--- src/rtl/cism_map.vh ---
// Register map, field positions and reset values of the interrupt block.
`ifndef CISM_MAP_VH
`define CISM_MAP_VH

`define CISM_IDX_MODE       6'h16
`define CISM_IDX_MASK       6'h17
`define CISM_IDX_FLAGS      6'h18
`define CISM_ADDR_MODE      {`CISM_IDX_MODE, 2'b00}
`define CISM_ADDR_MASK      {`CISM_IDX_MASK, 2'b00}
`define CISM_ADDR_FLAGS     {`CISM_IDX_FLAGS, 2'b00}

`define CISM_RST_MODE       8'h00
`define CISM_RST_MASK       8'hFF
`define CISM_RST_FLAGS      8'h00

`define CISM_BIT_C2_LEFT    7
`define CISM_BIT_C2_RIGHT   6
`define CISM_BIT_C1_LEFT    5
`define CISM_BIT_C1_RIGHT   4
`define CISM_BIT_P2_FAULT   3
`define CISM_BIT_P1_FAULT   2
`define CISM_BIT_POS_CLIP   1
`define CISM_BIT_NEG_CLIP   0

`define CISM_FLD_CLIP_MODE      1:0
`define CISM_FLD_SILENCE_MODE   3:2
`define CISM_FLD_P1_MODE        5:4
`define CISM_FLD_P2_MODE        7:6

`define CISM_MODE_ARRIVAL   2'h0
`define CISM_MODE_REMOVAL   2'h1
`define CISM_MODE_LEVEL     2'h2

`define CISM_RESP_OKAY      2'h0
`define CISM_RESP_SLVERR    2'h2

`endif

--- src/rtl/cism_top.v ---
// Codec interrupt status, mask and mode logic behind an AXI4-Lite slave.
`include "cism_map.vh"
`timescale 1ns/1ps
`default_nettype none

module cism_top (
	input  wire        REF_CLK,
	input  wire        RST_B,
	input  wire [7:0]  S_AXI_AWADDR,
	input  wire [2:0]  S_AXI_AWPROT,
	input  wire        S_AXI_AWVALID,
	output wire        S_AXI_AWREADY,
	input  wire [31:0] S_AXI_WDATA,
	input  wire [3:0]  S_AXI_WSTRB,
	input  wire        S_AXI_WVALID,
	output wire        S_AXI_WREADY,
	output reg  [1:0]  S_AXI_BRESP,
	output reg         S_AXI_BVALID,
	input  wire        S_AXI_BREADY,
	input  wire [7:0]  S_AXI_ARADDR,
	input  wire [2:0]  S_AXI_ARPROT,
	input  wire        S_AXI_ARVALID,
	output wire        S_AXI_ARREADY,
	output reg  [31:0] S_AXI_RDATA,
	output reg  [1:0]  S_AXI_RRESP,
	output reg         S_AXI_RVALID,
	input  wire        S_AXI_RREADY,
	input  wire        CONV2_LEFT_SILENCE,
	input  wire        CONV2_RIGHT_SILENCE,
	input  wire        CONV1_LEFT_SILENCE,
	input  wire        CONV1_RIGHT_SILENCE,
	input  wire        PORT2_CLKFAULT,
	input  wire        PORT1_CLKFAULT,
	input  wire        POS_CLIP,
	input  wire        NEG_CLIP,
	output reg         IRQ_PIN_B,
	output reg         LIVE_OVERRANGE_PIN
);

	reg  [7:0]  irq_mode;
	reg  [7:0]  irq_mask;
	reg  [7:0]  event_flags;
	reg  [7:0]  src_prev;
	reg  [7:0]  irq_pending;
	reg         aw_held;
	reg         w_held;
	reg  [7:0]  aw_addr;
	reg  [7:0]  w_data;
	reg         w_lane0;
	wire [7:0]  src_now;
	wire [7:0]  onset;
	wire [7:0]  removal;
	wire [7:0]  level_act;
	wire        do_write;
	wire        rd_take;
	wire        flags_read;
	reg  [31:0] next_rdata;
	reg  [1:0]  next_rresp;

	// Event sources are levels from logic on this clock, so no synchroniser.
	assign src_now = {CONV2_LEFT_SILENCE, CONV2_RIGHT_SILENCE,
		CONV1_LEFT_SILENCE, CONV1_RIGHT_SILENCE,
		PORT2_CLKFAULT, PORT1_CLKFAULT,
		POS_CLIP, NEG_CLIP};
	assign onset   = src_now & ~src_prev;
	assign removal = ~src_now & src_prev;

	// Write address and data may arrive in either order.
	assign S_AXI_AWREADY = ~aw_held;
	assign S_AXI_WREADY  = ~w_held;
	assign do_write      = aw_held & w_held & ~S_AXI_BVALID;

	// One read in flight; the answer register must drain first.
	assign S_AXI_ARREADY = ~S_AXI_RVALID;
	assign rd_take       = S_AXI_ARVALID & ~S_AXI_RVALID;
	assign flags_read    = rd_take &
		(S_AXI_ARADDR == `CISM_ADDR_FLAGS);

	// Selects the group mode field that governs a given flag bit.
	function [1:0] mode_of;
		input integer idx;
		input [7:0]   mode;
		begin
			if (idx >= `CISM_BIT_C1_RIGHT)
				mode_of = mode[`CISM_FLD_SILENCE_MODE];
			else if (idx == `CISM_BIT_P2_FAULT)
				mode_of = mode[`CISM_FLD_P2_MODE];
			else if (idx == `CISM_BIT_P1_FAULT)
				mode_of = mode[`CISM_FLD_P1_MODE];
			else
				mode_of = mode[`CISM_FLD_CLIP_MODE];
		end
	endfunction

	always @(posedge REF_CLK or negedge RST_B) begin
		if (!RST_B) begin
			src_prev <= 8'h00;
		end else begin
			src_prev <= src_now;
		end
	end

	genvar gi;
	generate
		for (gi = 0; gi < 8; gi = gi + 1) begin : g_src
			wire [1:0] m;
			wire       edge_hit;
			assign m = mode_of(gi, irq_mode);
			// Reserved mode 11 neither latches nor holds the pin.
			assign edge_hit = ((m == `CISM_MODE_ARRIVAL) & onset[gi]) |
				((m == `CISM_MODE_REMOVAL) & removal[gi]);
			assign level_act[gi] = (m == `CISM_MODE_LEVEL) &
				src_now[gi];

			// A new onset in the read cycle wins over the clear.
			always @(posedge REF_CLK or negedge RST_B) begin
				if (!RST_B) begin
					event_flags[gi] <= 1'b0;
				end else if (onset[gi]) begin
					event_flags[gi] <= 1'b1;
				end else if (flags_read) begin
					event_flags[gi] <= 1'b0;
				end
			end

			// Masked sources never latch a pending bit; unmasking later stays quiet unless a level-mode source is still high.
			always @(posedge REF_CLK or negedge RST_B) begin
				if (!RST_B) begin
					irq_pending[gi] <= 1'b0;
				end else if (edge_hit & ~irq_mask[gi]) begin
					irq_pending[gi] <= 1'b1;
				end else if (flags_read) begin
					irq_pending[gi] <= 1'b0;
				end
			end
		end
	endgenerate

	// Flag sources per bit: via src_now.
	always @(posedge REF_CLK or negedge RST_B) begin
		if (!RST_B) begin
			IRQ_PIN_B          <= 1'b1;
			LIVE_OVERRANGE_PIN <= 1'b0;
		end else begin
			IRQ_PIN_B <= ~(|((irq_pending | level_act) &
				~irq_mask));
			LIVE_OVERRANGE_PIN <= POS_CLIP | NEG_CLIP;
		end
	end

	always @(posedge REF_CLK or negedge RST_B) begin
		if (!RST_B) begin
			aw_held      <= 1'b0;
			w_held       <= 1'b0;
			aw_addr      <= 8'h00;
			w_data       <= 8'h00;
			w_lane0      <= 1'b0;
			S_AXI_BVALID <= 1'b0;
			S_AXI_BRESP  <= `CISM_RESP_OKAY;
			irq_mode     <= `CISM_RST_MODE;
			irq_mask     <= `CISM_RST_MASK;
		end else begin
			if (S_AXI_AWVALID & ~aw_held) begin
				aw_held <= 1'b1;
				aw_addr <= S_AXI_AWADDR;
			end
			if (S_AXI_WVALID & ~w_held) begin
				w_held  <= 1'b1;
				w_data  <= S_AXI_WDATA[7:0];
				w_lane0 <= S_AXI_WSTRB[0];
			end
			if (S_AXI_BVALID & S_AXI_BREADY) begin
				S_AXI_BVALID <= 1'b0;
			end
			if (do_write) begin
				aw_held      <= 1'b0;
				w_held       <= 1'b0;
				S_AXI_BVALID <= 1'b1;
				S_AXI_BRESP  <= `CISM_RESP_OKAY;
				// Only lane 0 carries register bits; upper lanes are void.
				if (aw_addr == `CISM_ADDR_MODE) begin
					if (w_lane0) begin
						irq_mode <= w_data;
					end
				end else if (aw_addr == `CISM_ADDR_MASK) begin
					if (w_lane0) begin
						irq_mask <= w_data;
					end
				end else if (aw_addr == `CISM_ADDR_FLAGS) begin
					S_AXI_BRESP <= `CISM_RESP_OKAY;
				end else begin
					S_AXI_BRESP <= `CISM_RESP_SLVERR;
				end
			end
		end
	end

	always @* begin
		next_rdata = 32'h0000_0000;
		next_rresp = `CISM_RESP_OKAY;
		case (S_AXI_ARADDR)
			`CISM_ADDR_MODE: begin
				next_rdata = {24'h00_0000, irq_mode};
			end
			`CISM_ADDR_MASK: begin
				next_rdata = {24'h00_0000, irq_mask};
			end
			`CISM_ADDR_FLAGS: begin
				next_rdata = {24'h00_0000, event_flags};
			end
			default: begin
				next_rresp = `CISM_RESP_SLVERR;
			end
		endcase
	end

	always @(posedge REF_CLK or negedge RST_B) begin
		if (!RST_B) begin
			S_AXI_RVALID <= 1'b0;
			S_AXI_RDATA  <= 32'h0000_0000;
			S_AXI_RRESP  <= `CISM_RESP_OKAY;
		end else if (rd_take) begin
			S_AXI_RVALID <= 1'b1;
			S_AXI_RDATA  <= next_rdata;
			S_AXI_RRESP  <= next_rresp;
		end else if (S_AXI_RREADY) begin
			S_AXI_RVALID <= 1'b0;
		end
	end

endmodule // cism_top

`default_nettype wire

--- config.mk ---
export PLATFORM = sky130hd
export DESIGN_NAME = cism_top
export DESIGN_NICKNAME = d
export VERILOG_FILES = /design/src/rtl/cism_top.v
export VERILOG_INCLUDE_DIRS = /design/src /design/src/rtl
export SDC_FILE = /design/constraint.sdc
export NUM_CORES = 1
export LEC_CHECK = 0
export ABC_AREA = 1
export ABC_CLOCK_PERIOD_IN_PS = 1200
export BUFFER_PORTS_ARGS = -buffer_cell sky130_fd_sc_hd__buf_2
export CORE_MARGIN = 4
export CORE_UTILIZATION = 30
export CTS_CLUSTER_SIZE = 10
export DETAILED_ROUTE_END_ITERATION = 8
export PLACE_DENSITY = 0.51
export SYNTH_ARGS = -nofsm -noshare
export SYNTH_HDL_FRONTEND = slang
export SYNTH_SLANG_ARGS = --single-unit
--- constraint.sdc ---
create_clock -name REF_CLK -period 1.2 [get_ports REF_CLK]
set_input_delay 0.06 -clock REF_CLK [delete_from_list [all_inputs] [get_ports REF_CLK]]
set_output_delay 0.06 -clock REF_CLK [all_outputs]
set_load 0.05 [all_outputs]
### Yosys cells after proc, flatten, opt, wreduce, memory -nomap -nowiden

Cells that the tools add are included.

| storage, ports and cells | value |
|---|---|
| bits in read-only memories | 0 |
| bits in registers | 99 |
| memories kept | 0 |
| RAM bits | 0 |
| bits in latches | 0 |

| operators by class | value |
|---|---|
| reductions and logical operators | 28 |
| mux-type cells | 30 |
| add/sub/neg operators | 0 |
| divide/modulo/power cells | 0 |
| bitwise gates (word level) | 69 |
| shift operators | 0 |
| eq/ne operators | 14 |
| multiply operators | 0 |
| order comparisons | 0 |

Operators with widths:

| operator | number |
|---|---|
| equality test 8 x 7 -> 1 bit, second input constant | 6 |
| nonzero test 2 bit | 20 |
| bitwise AND 1 bit | 39 |
| 2-to-1 mux 1 bit | 25 |
| bitwise AND 8 bit | 3 |
| NOT 8 bit | 3 |
| one-hot mux 8 bit (3 select lines) | 1 |
| NOT 1 bit | 14 |
| bitwise OR 1 bit | 9 |
| equality test 2 x 1 -> 1 bit, second input constant | 4 |
| equality test 2 bit, second input constant | 4 |
| logical NOT 2 bit | 4 |
| 2-to-1 mux 2 bit | 4 |
| bitwise OR 8 bit | 1 |
| OR reduction 8 bit | 1 |
| AND reduction 4 bit | 1 |
| AND reduction 3 bit | 1 |
| OR reduction 3 bit | 1 |

### Depth between registers and ports, before layout

Gate-level depths: netlist of the first run.

| depth | value |
|---|---|
| depth in word-level cells | 6 |
| depth in mapped cells | 9 |

### Least setup slack after synthesis of the first run

OpenSTA, ideal clock, no wires.

| timing | value |
|---|---|
| path kind | flip-flop to flip-flop |
| start point | register S_AXI_RVALID |
| end point | register S_AXI_RRESP[1] |
| arrival time | 1.586 ns |
| path buffers | 1 |
| library setup time | 0.134 ns |
| stages on the path, launching flop included | 6 |
| slack | -0.519 ns |
| cell sequence | dfrtp_1 > inv_1 > nand2_1 > buf_2 > nand2_1 > o21ai_0 |

| between the ends | value |
|---|---|
| longest elaborated chain between the ends | 2 |

RTL lines:

| what | line | RTL |
|---|---|---|
| start: declaration | cism_top.v:26 | `output reg S_AXI_RVALID,` |
| start signal: assignment | cism_top.v:219 | `S_AXI_RVALID <= 1'b0;` |
| start signal: assignment | cism_top.v:223 | `S_AXI_RVALID <= 1'b1;` |
| start signal: assignment | cism_top.v:227 | `S_AXI_RVALID <= 1'b0;` |
| NOT 1 bit | - |  |
| net S_AXI_ARREADY | cism_top.v:23 | `output wire S_AXI_ARREADY,` |
| bitwise AND 1 bit | cism_top.v:75 | `assign rd_take = S_AXI_ARVALID & ~S_AXI_RVALID;` |
| end signal: assignment | cism_top.v:221 | `` S_AXI_RRESP <= `CISM_RESP_OKAY; `` |
| end signal: assignment | cism_top.v:225 | `S_AXI_RRESP <= next_rresp;` |
| end: declaration | cism_top.v:25 | `output reg [1:0] S_AXI_RRESP,` |

The timed path passes the listed nets, and every way through them passes these cells.
A chain may end at the register's enable or synchronous reset.

### Final worst setup path of the first run

| timing | value |
|---|---|
| start point | register aw_addr[1] |
| end point | register irq_mode[3] |

| between the ends | value |
|---|---|
| longest elaborated chain between the ends | 2 |

RTL lines:

| what | line | RTL |
|---|---|---|
| start: declaration | cism_top.v:47 | `reg [7:0] aw_addr;` |
| start signal: assignment | cism_top.v:155 | `aw_addr <= 8'h00;` |
| start signal: assignment | cism_top.v:165 | `aw_addr <= S_AXI_AWADDR;` |
| equality test 8 x 7 -> 1 bit (no source line) | - |  |
| AND reduction 3 bit (no source line) | - |  |
| end signal: assignment | cism_top.v:160 | `` irq_mode <= `CISM_RST_MODE; `` |
| end signal: assignment | cism_top.v:183 | `irq_mode <= w_data;` |
| end: declaration | cism_top.v:40 | `reg [7:0] irq_mode;` |

No other way between the ends.

==> flow_metrics.tcl, run 1 <==
set metrics [dict create \
    rows 40 \
    design.core.area_um2 12000 \
    cp-end-kind "flip-flop" \
    area_growth_pct 36.7 \
    ant_nets 0 \
    clkPwrFrac 0.329 \
    tns_ns -0.585 \
    grt_max_degree 74 \
    hpwlAfterDp_um 6180 \
    whs_path_depth 3 \
    cts.sinks 73 \
    die_y_um 118 \
    cp.required_ns 1.42 \
    finalSetupViolCount 10 \
    regToRegSetupSlack_ns -0.08 \
    synth_cells 429 \
    p_total_mw 9.41 \
    met2_usage 0.204 \
    layout_min_cycle_time_ns 1.28 \
    drc_errors 0 \
    place_inst 648 \
    vias 2998 \
    fin_ws_ns -0.0776 \
    place_area_um2 4230 \
    p_seq_frac 0.357 \
    cts_buffers 9 \
    clock_path_buffers 2 \
    r2r_start "aw_addr[1]" \
    fin_cells 696 \
    syn_area_per_cell_um2 8.50 \
    cts_tree "built" \
    htree_levels 3 \
    hold_path_end "aw_held" \
    start_util 0.305 \
    hold_violations 0 \
    path_class "reg -> reg" \
    pre_cts_slack_ns -0.0724 \
    clkTransAtPathRegs_ns 0.06 \
    drv_cap 0 \
    drt_iter0_drc 134 \
    antenna_found_initial 0 \
    switching_share 0.336 \
    gp_congestion 0.788 \
    dieArea_um2 14000 \
    pwr-share-comb 0.314 \
    final_max_slew_viol_count 0 \
    yosysTopAreaCell "dfrtp_1" \
    ys_ff_latch 73 \
    violations "setup timing" \
    fill_cells 1181 \
    setup.worst_path.start_class "flip-flop" \
    final_layout_size_suffix_gt1_frac 0.315 \
    synth_top_area_share 0.439 \
    routed_via_density 4.31 \
    yosysUniqueCellTypes 28 \
    cp.arrival_ns 1.50 \
    wire_per_inst_um 12.4 \
    internal-power_mw 6.25 \
    synth_common_cells "106 x nand2_1, 64 x dfrtp_1, 60 x inv_1" \
    nets 617 \
    irDropWorstVdd_mv 1.56 \
    hp-start "S_AXI_AWVALID" \
    grt_util_met1 0.169 \
    r2r-end "irq_mode[3]" \
    grt_overflow 0 \
    grt_use_total 0.127 \
    ys_warn_count 0 \
    grt_pass1_wl_um 14600 \
    grt_busiest_layer "met2" \
    synth_edf_count 0 \
    skew_ns 0.00524 \
    p_switching_mw 3.16 \
    synth_most_common_cell "nand2_1" \
    synth_area_leaders "dfrtp_1 44%, nand2_1 11%, nand3_1 7.1%, dfstp_2 6.5%, inv_1 6.2%" \
    timing.final.crit_share 1.06 \
    critPathMaxFanout 8 \
    die_x_um 118 \
    port_buffers 56 \
    final_cell_area_um2 4980 \
    max_freq_mhz 783 \
    syn_area_um2 3650 \
    pwr_density_cell_nw_per_um2 1890 \
    dr.pass1.iters 4 \
    ys_async_sr_fraction 1.00 \
    hold_class "in -> reg" \
    run_status "complete, but fails checks" \
    clk-insertion-delay-late_ns 0.34 \
    grt_pass1_vias 3084 \
    yosysSeqAreaShare 0.504 \
    rsz0062_at_grt "true" \
    worstRegToRegCells 6 \
    use_met3 0.0297 \
    clockRootBuffer "clkbuf_16" \
    yosys_most_used_dff "dfrtp_1" \
    io_pins 116 \
    wl_um 8630 \
    p_leak_nw 2.64 \
    n_antenna_cell 0 \
]
-- power by group through the flow --
stage / Combinational, mW / Sequential [mW] / Clock, mW
2_1_floorplan: 1.72 / 3.44 / 0
3_3_place_gp: 2.60 / 3.33 / 0
3_5_place_dp: 2.64 / 3.34 / 0
4_1_cts: 2.82 / 3.32 / 3.18
5_1_grt: 3.24 / 3.41 / 3.26
6_report: 2.96 / 3.36 / 3.10
-- sequential cells by signal, indices dropped and copies added (netlist names) --
register	flops
w_lane0	1
aw_addr	8
S_AXI_BVALID	1
S_AXI_RRESP	1
irq_mode	8
aw_held	1
S_AXI_RDATA	8
LIVE_OVERRANGE_PIN	1
S_AXI_BRESP	1
IRQ_PIN_B	1
S_AXI_RVALID	1
src_prev	8
irq_pending	8
w_data	8
w_held	1
irq_mask	8
event_flags	8
-- final cells by class --
cell class | count | area [um2] | area share
repair buffers | 109 | 806 | 0.162
clock buffers | 10 | 239 | 0.0480
well taps | 147 | 184 | 0.0369
clock inverters | 6 | 105 | 0.0211
flip-flops and latches | 73 | 1840 | 0.369
multi-input cells | 289 | 1560 | 0.314
inverters | 62 | 246 | 0.0495
-- per-layer routing --
metal  share of wire  routed length (um)  vias up
li1                -                   -     1524
met1            0.48                4100     1382
met2            0.46                4000       82
met3           0.050                 429       10
met4           0.012                 100        0
met5               0                   0        -
-- repair_timing --
item                                    CTS  global route
resized for setup                         9            21
cloned                                    2             0
setup buffers                             0             2
endpoints found under the hold margin    92             0
hold buffers                             28             0
endpoints found under the setup margin   17            31
pin swaps                                 6             5
-- cell usage in the layout, fill, tap and decap left out, drive strengths merged --
master,n
a21oi,12
o211ai,2
dfrtp,64
or2,7
clkinvlp,3
nor2,33
inv,59
clkinv,3
bufinv,3
nand2,114
mux2,6
conb,26
dfstp,9
nand4,4
dlygate4sd3,28
clkbuf,11
nand3b,1
buf,80
o21ai,30
nand3,54
-- stage by stage --
| stage | utilization | hold WS [ns] |
|---|---|---|
| after floorplan | - | -0.236 |
| after global placement | 0.354 | 0.124 |
| after detailed placement | 0.354 | 0.129 |
| after CTS | 0.410 | 0.0625 |
| after global routing | 0.417 | 0.0765 |
| final | 0.417 | 0.0627 |
-- critical path, cell delays in order, from the launching register on --
cell	delay [ns]
dfrtp_1	0.41
nor2_4	0.14
nand3b_1	0.14
nor2_4	0.20
nand2_4	0.13
nand2_1	0.10
o21ai_2	0.05
-- cell families after synthesis --
| group | count (synthesis) | synth area share |
|---|---|---|
| AOI/OAI and AO/OA | 44 | 0.0700 |
| DFF | 73 | 0.504 |
| and+or+nand+nor | 211 | 0.277 |
| other | 1 | 0.00103 |
| buffers and inverters | 94 | 0.130 |
| muxes | 6 | 0.0185 |
-- worst max-delay path by stage --
stage,from,end
2_1_floorplan,S_AXI_RVALID,S_AXI_RRESP[1]
3_3_place_gp,aw_addr[7],irq_mode[4]
3_5_place_dp,aw_addr[7],irq_mode[4]
4_1_cts,aw_addr[0],irq_mode[4]
5_1_grt,aw_addr[1],irq_mode[7]
6_report,aw_addr[1],irq_mode[3]
No activity file was read; power rests on OpenSTA's default activity.
==> inputs of run 2 (changes only) <==
--- a/config.mk
+++ b/config.mk
@@ -6,7 +6,6 @@
 export SDC_FILE = /design/constraint.sdc
 export NUM_CORES = 1
 export LEC_CHECK = 0
-export ABC_AREA = 1
 export ABC_CLOCK_PERIOD_IN_PS = 1200
 export BUFFER_PORTS_ARGS = -buffer_cell sky130_fd_sc_hd__buf_2
 export CORE_MARGIN = 4
==> run 2 against run 1 <==
The flow still finishes with violations (setup timing). Core utilization is 3.7 points higher. Clock skew increased by 0.0051 ns. Area after synthesis fell by 8.8%. First-iteration DRC count shrank 22%. Worst setup slack got worse by 0.57 ns. Hold slack got worse by 0.0019 ns. Power is 12% lower. Global-route usage is 0.41 points lower. Critical path type unchanged.
==> flow_metrics.tcl, run 2 <==
set metrics [dict create \
    synth_most_common_cell "dfrtp_1" \
    grt_max_degree 59 \
    clkTransAtPathRegs_ns 0.08 \
    hp-start "S_AXI_ARVALID" \
    grt_overflow 0 \
    clk-insertion-delay-late_ns 0.34 \
    regToRegSetupSlack_ns -0.65 \
    syn_area_per_cell_um2 11.4 \
    yosys_most_used_dff "dfrtp_1" \
    grt_pass1_wl_um 12700 \
    hold_class "in -> reg" \
    setup.worst_path.start_class "flip-flop" \
    critPathMaxFanout 8 \
    ys_async_sr_fraction 1.00 \
    cpMaxStageDelayCell "or4b_4" \
    fin_util 0.453 \
    met2_usage 0.194 \
    pwr_density_cell_nw_per_um2 1680 \
    slowest_delay_ns 0.56 \
    synth_area_leaders "dfrtp_1 48%, mux2_2 11%, dfstp_2 7.1%, buf_4 5.9%, nand2_1 3.4%" \
    routed_via_density 4.44 \
    synth_edf_count 0 \
    syn_area_um2 3330 \
    yosysTopAreaCell "dfrtp_1" \
    wire_per_inst_um 13.7 \
    fin_ws_ns -0.652 \
    fin_cells 568 \
    ant_nets 0 \
    synth_cells 292 \
    finalSetupViolCount 29 \
    die_x_um 113 \
    clock_path_buffers 2 \
    cts_buffers 9 \
    most-common-layout-cells "62 x dfrtp_1, 52 x buf_2, 32 x buf_4" \
    design.core.area_um2 10800 \
    dr.pass1.iters 4 \
    p_leak_nw 2.37 \
    die_y_um 113 \
    ys_ff_latch 73 \
    ys_warn_count 0 \
    rows 38 \
    place_area_um2 3970 \
    worstRegToRegCells 5 \
    max_freq_mhz 540 \
    synth_top_area_share 0.482 \
    layout_min_cycle_time_ns 1.85 \
    layout_commonest_cell "dfrtp_1" \
    violations "setup timing" \
    drt_iter0_drc 105 \
    clockRootBuffer "clkbuf_8" \
    run_status "complete, but fails checks" \
    tns_ns -9.74 \
    dieArea_um2 12800 \
    grt_pass1_vias 2470 \
    cts.sinks 73 \
    port_buffers 56 \
    start_util 0.307 \
    hold_violations 0 \
    cp.required_ns 1.42 \
    wl_um 7800 \
    drv_cap 0 \
    r2r_start "aw_addr[0]" \
    antenna_found_initial 0 \
    area_growth_pct 47.7 \
    hpwlAfterDp_um 5430 \
    grt_use_total 0.123 \
    regArea_um2 1840 \
    rsz0062_at_grt "true" \
    r2r-end "irq_mode[6]" \
    place_inst 517 \
    yosysUniqueCellTypes 42 \
    fill_cells 1015 \
    grt_util_met1 0.167 \
    cp.arrival_ns 2.07 \
    synth_common_cells "64 x dfrtp_1, 32 x mux2_2, 30 x nand2_1" \
    io_pins 116 \
    crit_start "aw_addr[0]" \
    timing.final.crit_share 1.54 \
    use_met3 0.0412 \
    final_cell_area_um2 4910 \
    hold-worst-slack_ns 0.0608 \
    final_layout_size_suffix_gt1_frac 0.446 \
    n_antenna_cell 0 \
    irDropWorstVdd_mv 1.34 \
    multiInputGateArea_um2 1520 \
    crit_chain "or4b_4 -> nor4_4 -> and2b_1 -> buf_12 -> mux2_4" \
    drc_errors 0 \
    cp-end-kind "flip-flop" \
    skew_ns 0.0103 \
    nets 496 \
    path_class "reg -> reg" \
    grt_busiest_layer "met2" \
    yosysSeqAreaShare 0.553 \
    htree_levels 3 \
    gp_congestion 0.738 \
    vias 2522 \
    timing.critical_path.to "irq_mode[6]" \
    cts_tree "built" \
    final_max_slew_viol_count 0 \
]
## run 2: cell types whose count changed after synthesis, sizes merged, moves of 7 or more
cell   previous run  this run
nand2           113        31
nand3            54         1
inv              62        27
mux2              6        32
nor2             32         9
o21ai            30        14
mux2i             0         8
o22ai             0         7
or2               7         0
## run 2: repair_timing
item	in CTS	in global routing
setup endpoints to repair	46	50
hold buffers	30	0
resized for setup	41	37
endpoints found under the hold margin	98	0
setup buffers	4	1
pin swaps	4	3
cloned	1	1
## run 2: power breakdown
group	switching (mW)	leakage [nW]	internal, mW
logic	1.19	1.41	1.23
clock network	0.944	0.137	1.66
registers	0.320	0.823	2.92
## run 2: worst min-delay path by stage
stage / cells past startpoint / slack [ns] / end
finish: 3 / 0.06 / S_AXI_RVALID
global route: 3 / 0.05 / S_AXI_RVALID
CTS: 3 / 0.06 / S_AXI_RVALID
detailed placement: 2 / 0.07 / aw_addr[6]
global placement: 2 / 0.07 / aw_addr[7]
floorplan: 0 / -0.24 / LIVE_OVERRANGE_PIN
## run 2: final cells by class
type / instances / area share
flip-flops and latches: 73 / 0.375
well taps: 140 / 0.0357
inverters: 27 / 0.0214
multi-input cells: 184 / 0.310
repair buffers: 128 / 0.202
clock buffers: 10 / 0.0280
clock inverters: 6 / 0.0280
## run 2: logic make-up (layout without fill, tap and decap cells)
kind of cell | count (synthesis) | after routing | synth area share
flip-flops | 73 | 73 | 0.553
multiplexers | 40 | 40 | 0.132
other | 1 | 26 | 0.00113
AND/OR/NAND/NOR | 65 | 65 | 0.108
buffers and inverters | 60 | 171 | 0.0997
AO/OA/AOI/OAI | 53 | 53 | 0.106
## run 2: critical path: cells and delay by family, from the launching register on
kind / cells / cell delay (ns)
simple gates: 3 / 0.92
flops: 1 / 0.38
mux: 1 / 0.30
buf+inv: 1 / 0.14
## run 2: through the flow
| step | setup slack [ns] | total power, mW |
|---|---|---|
| finish | -0.652 | 8.27 |
| floorplan | -0.661 | 4.47 |
| global route | -0.725 | 8.71 |
| global placement | -0.715 | 5.12 |
| CTS | -0.670 | 8.26 |
| detailed placement | -0.752 | 5.17 |
## run 2: layer usage
metal / up-vias / part of all wire
met5: - / 0
met1: 1198 / 0.46
met2: 96 / 0.46
li1: 1223 / -
met4: 0 / 0.0071
met3: 5 / 0.077
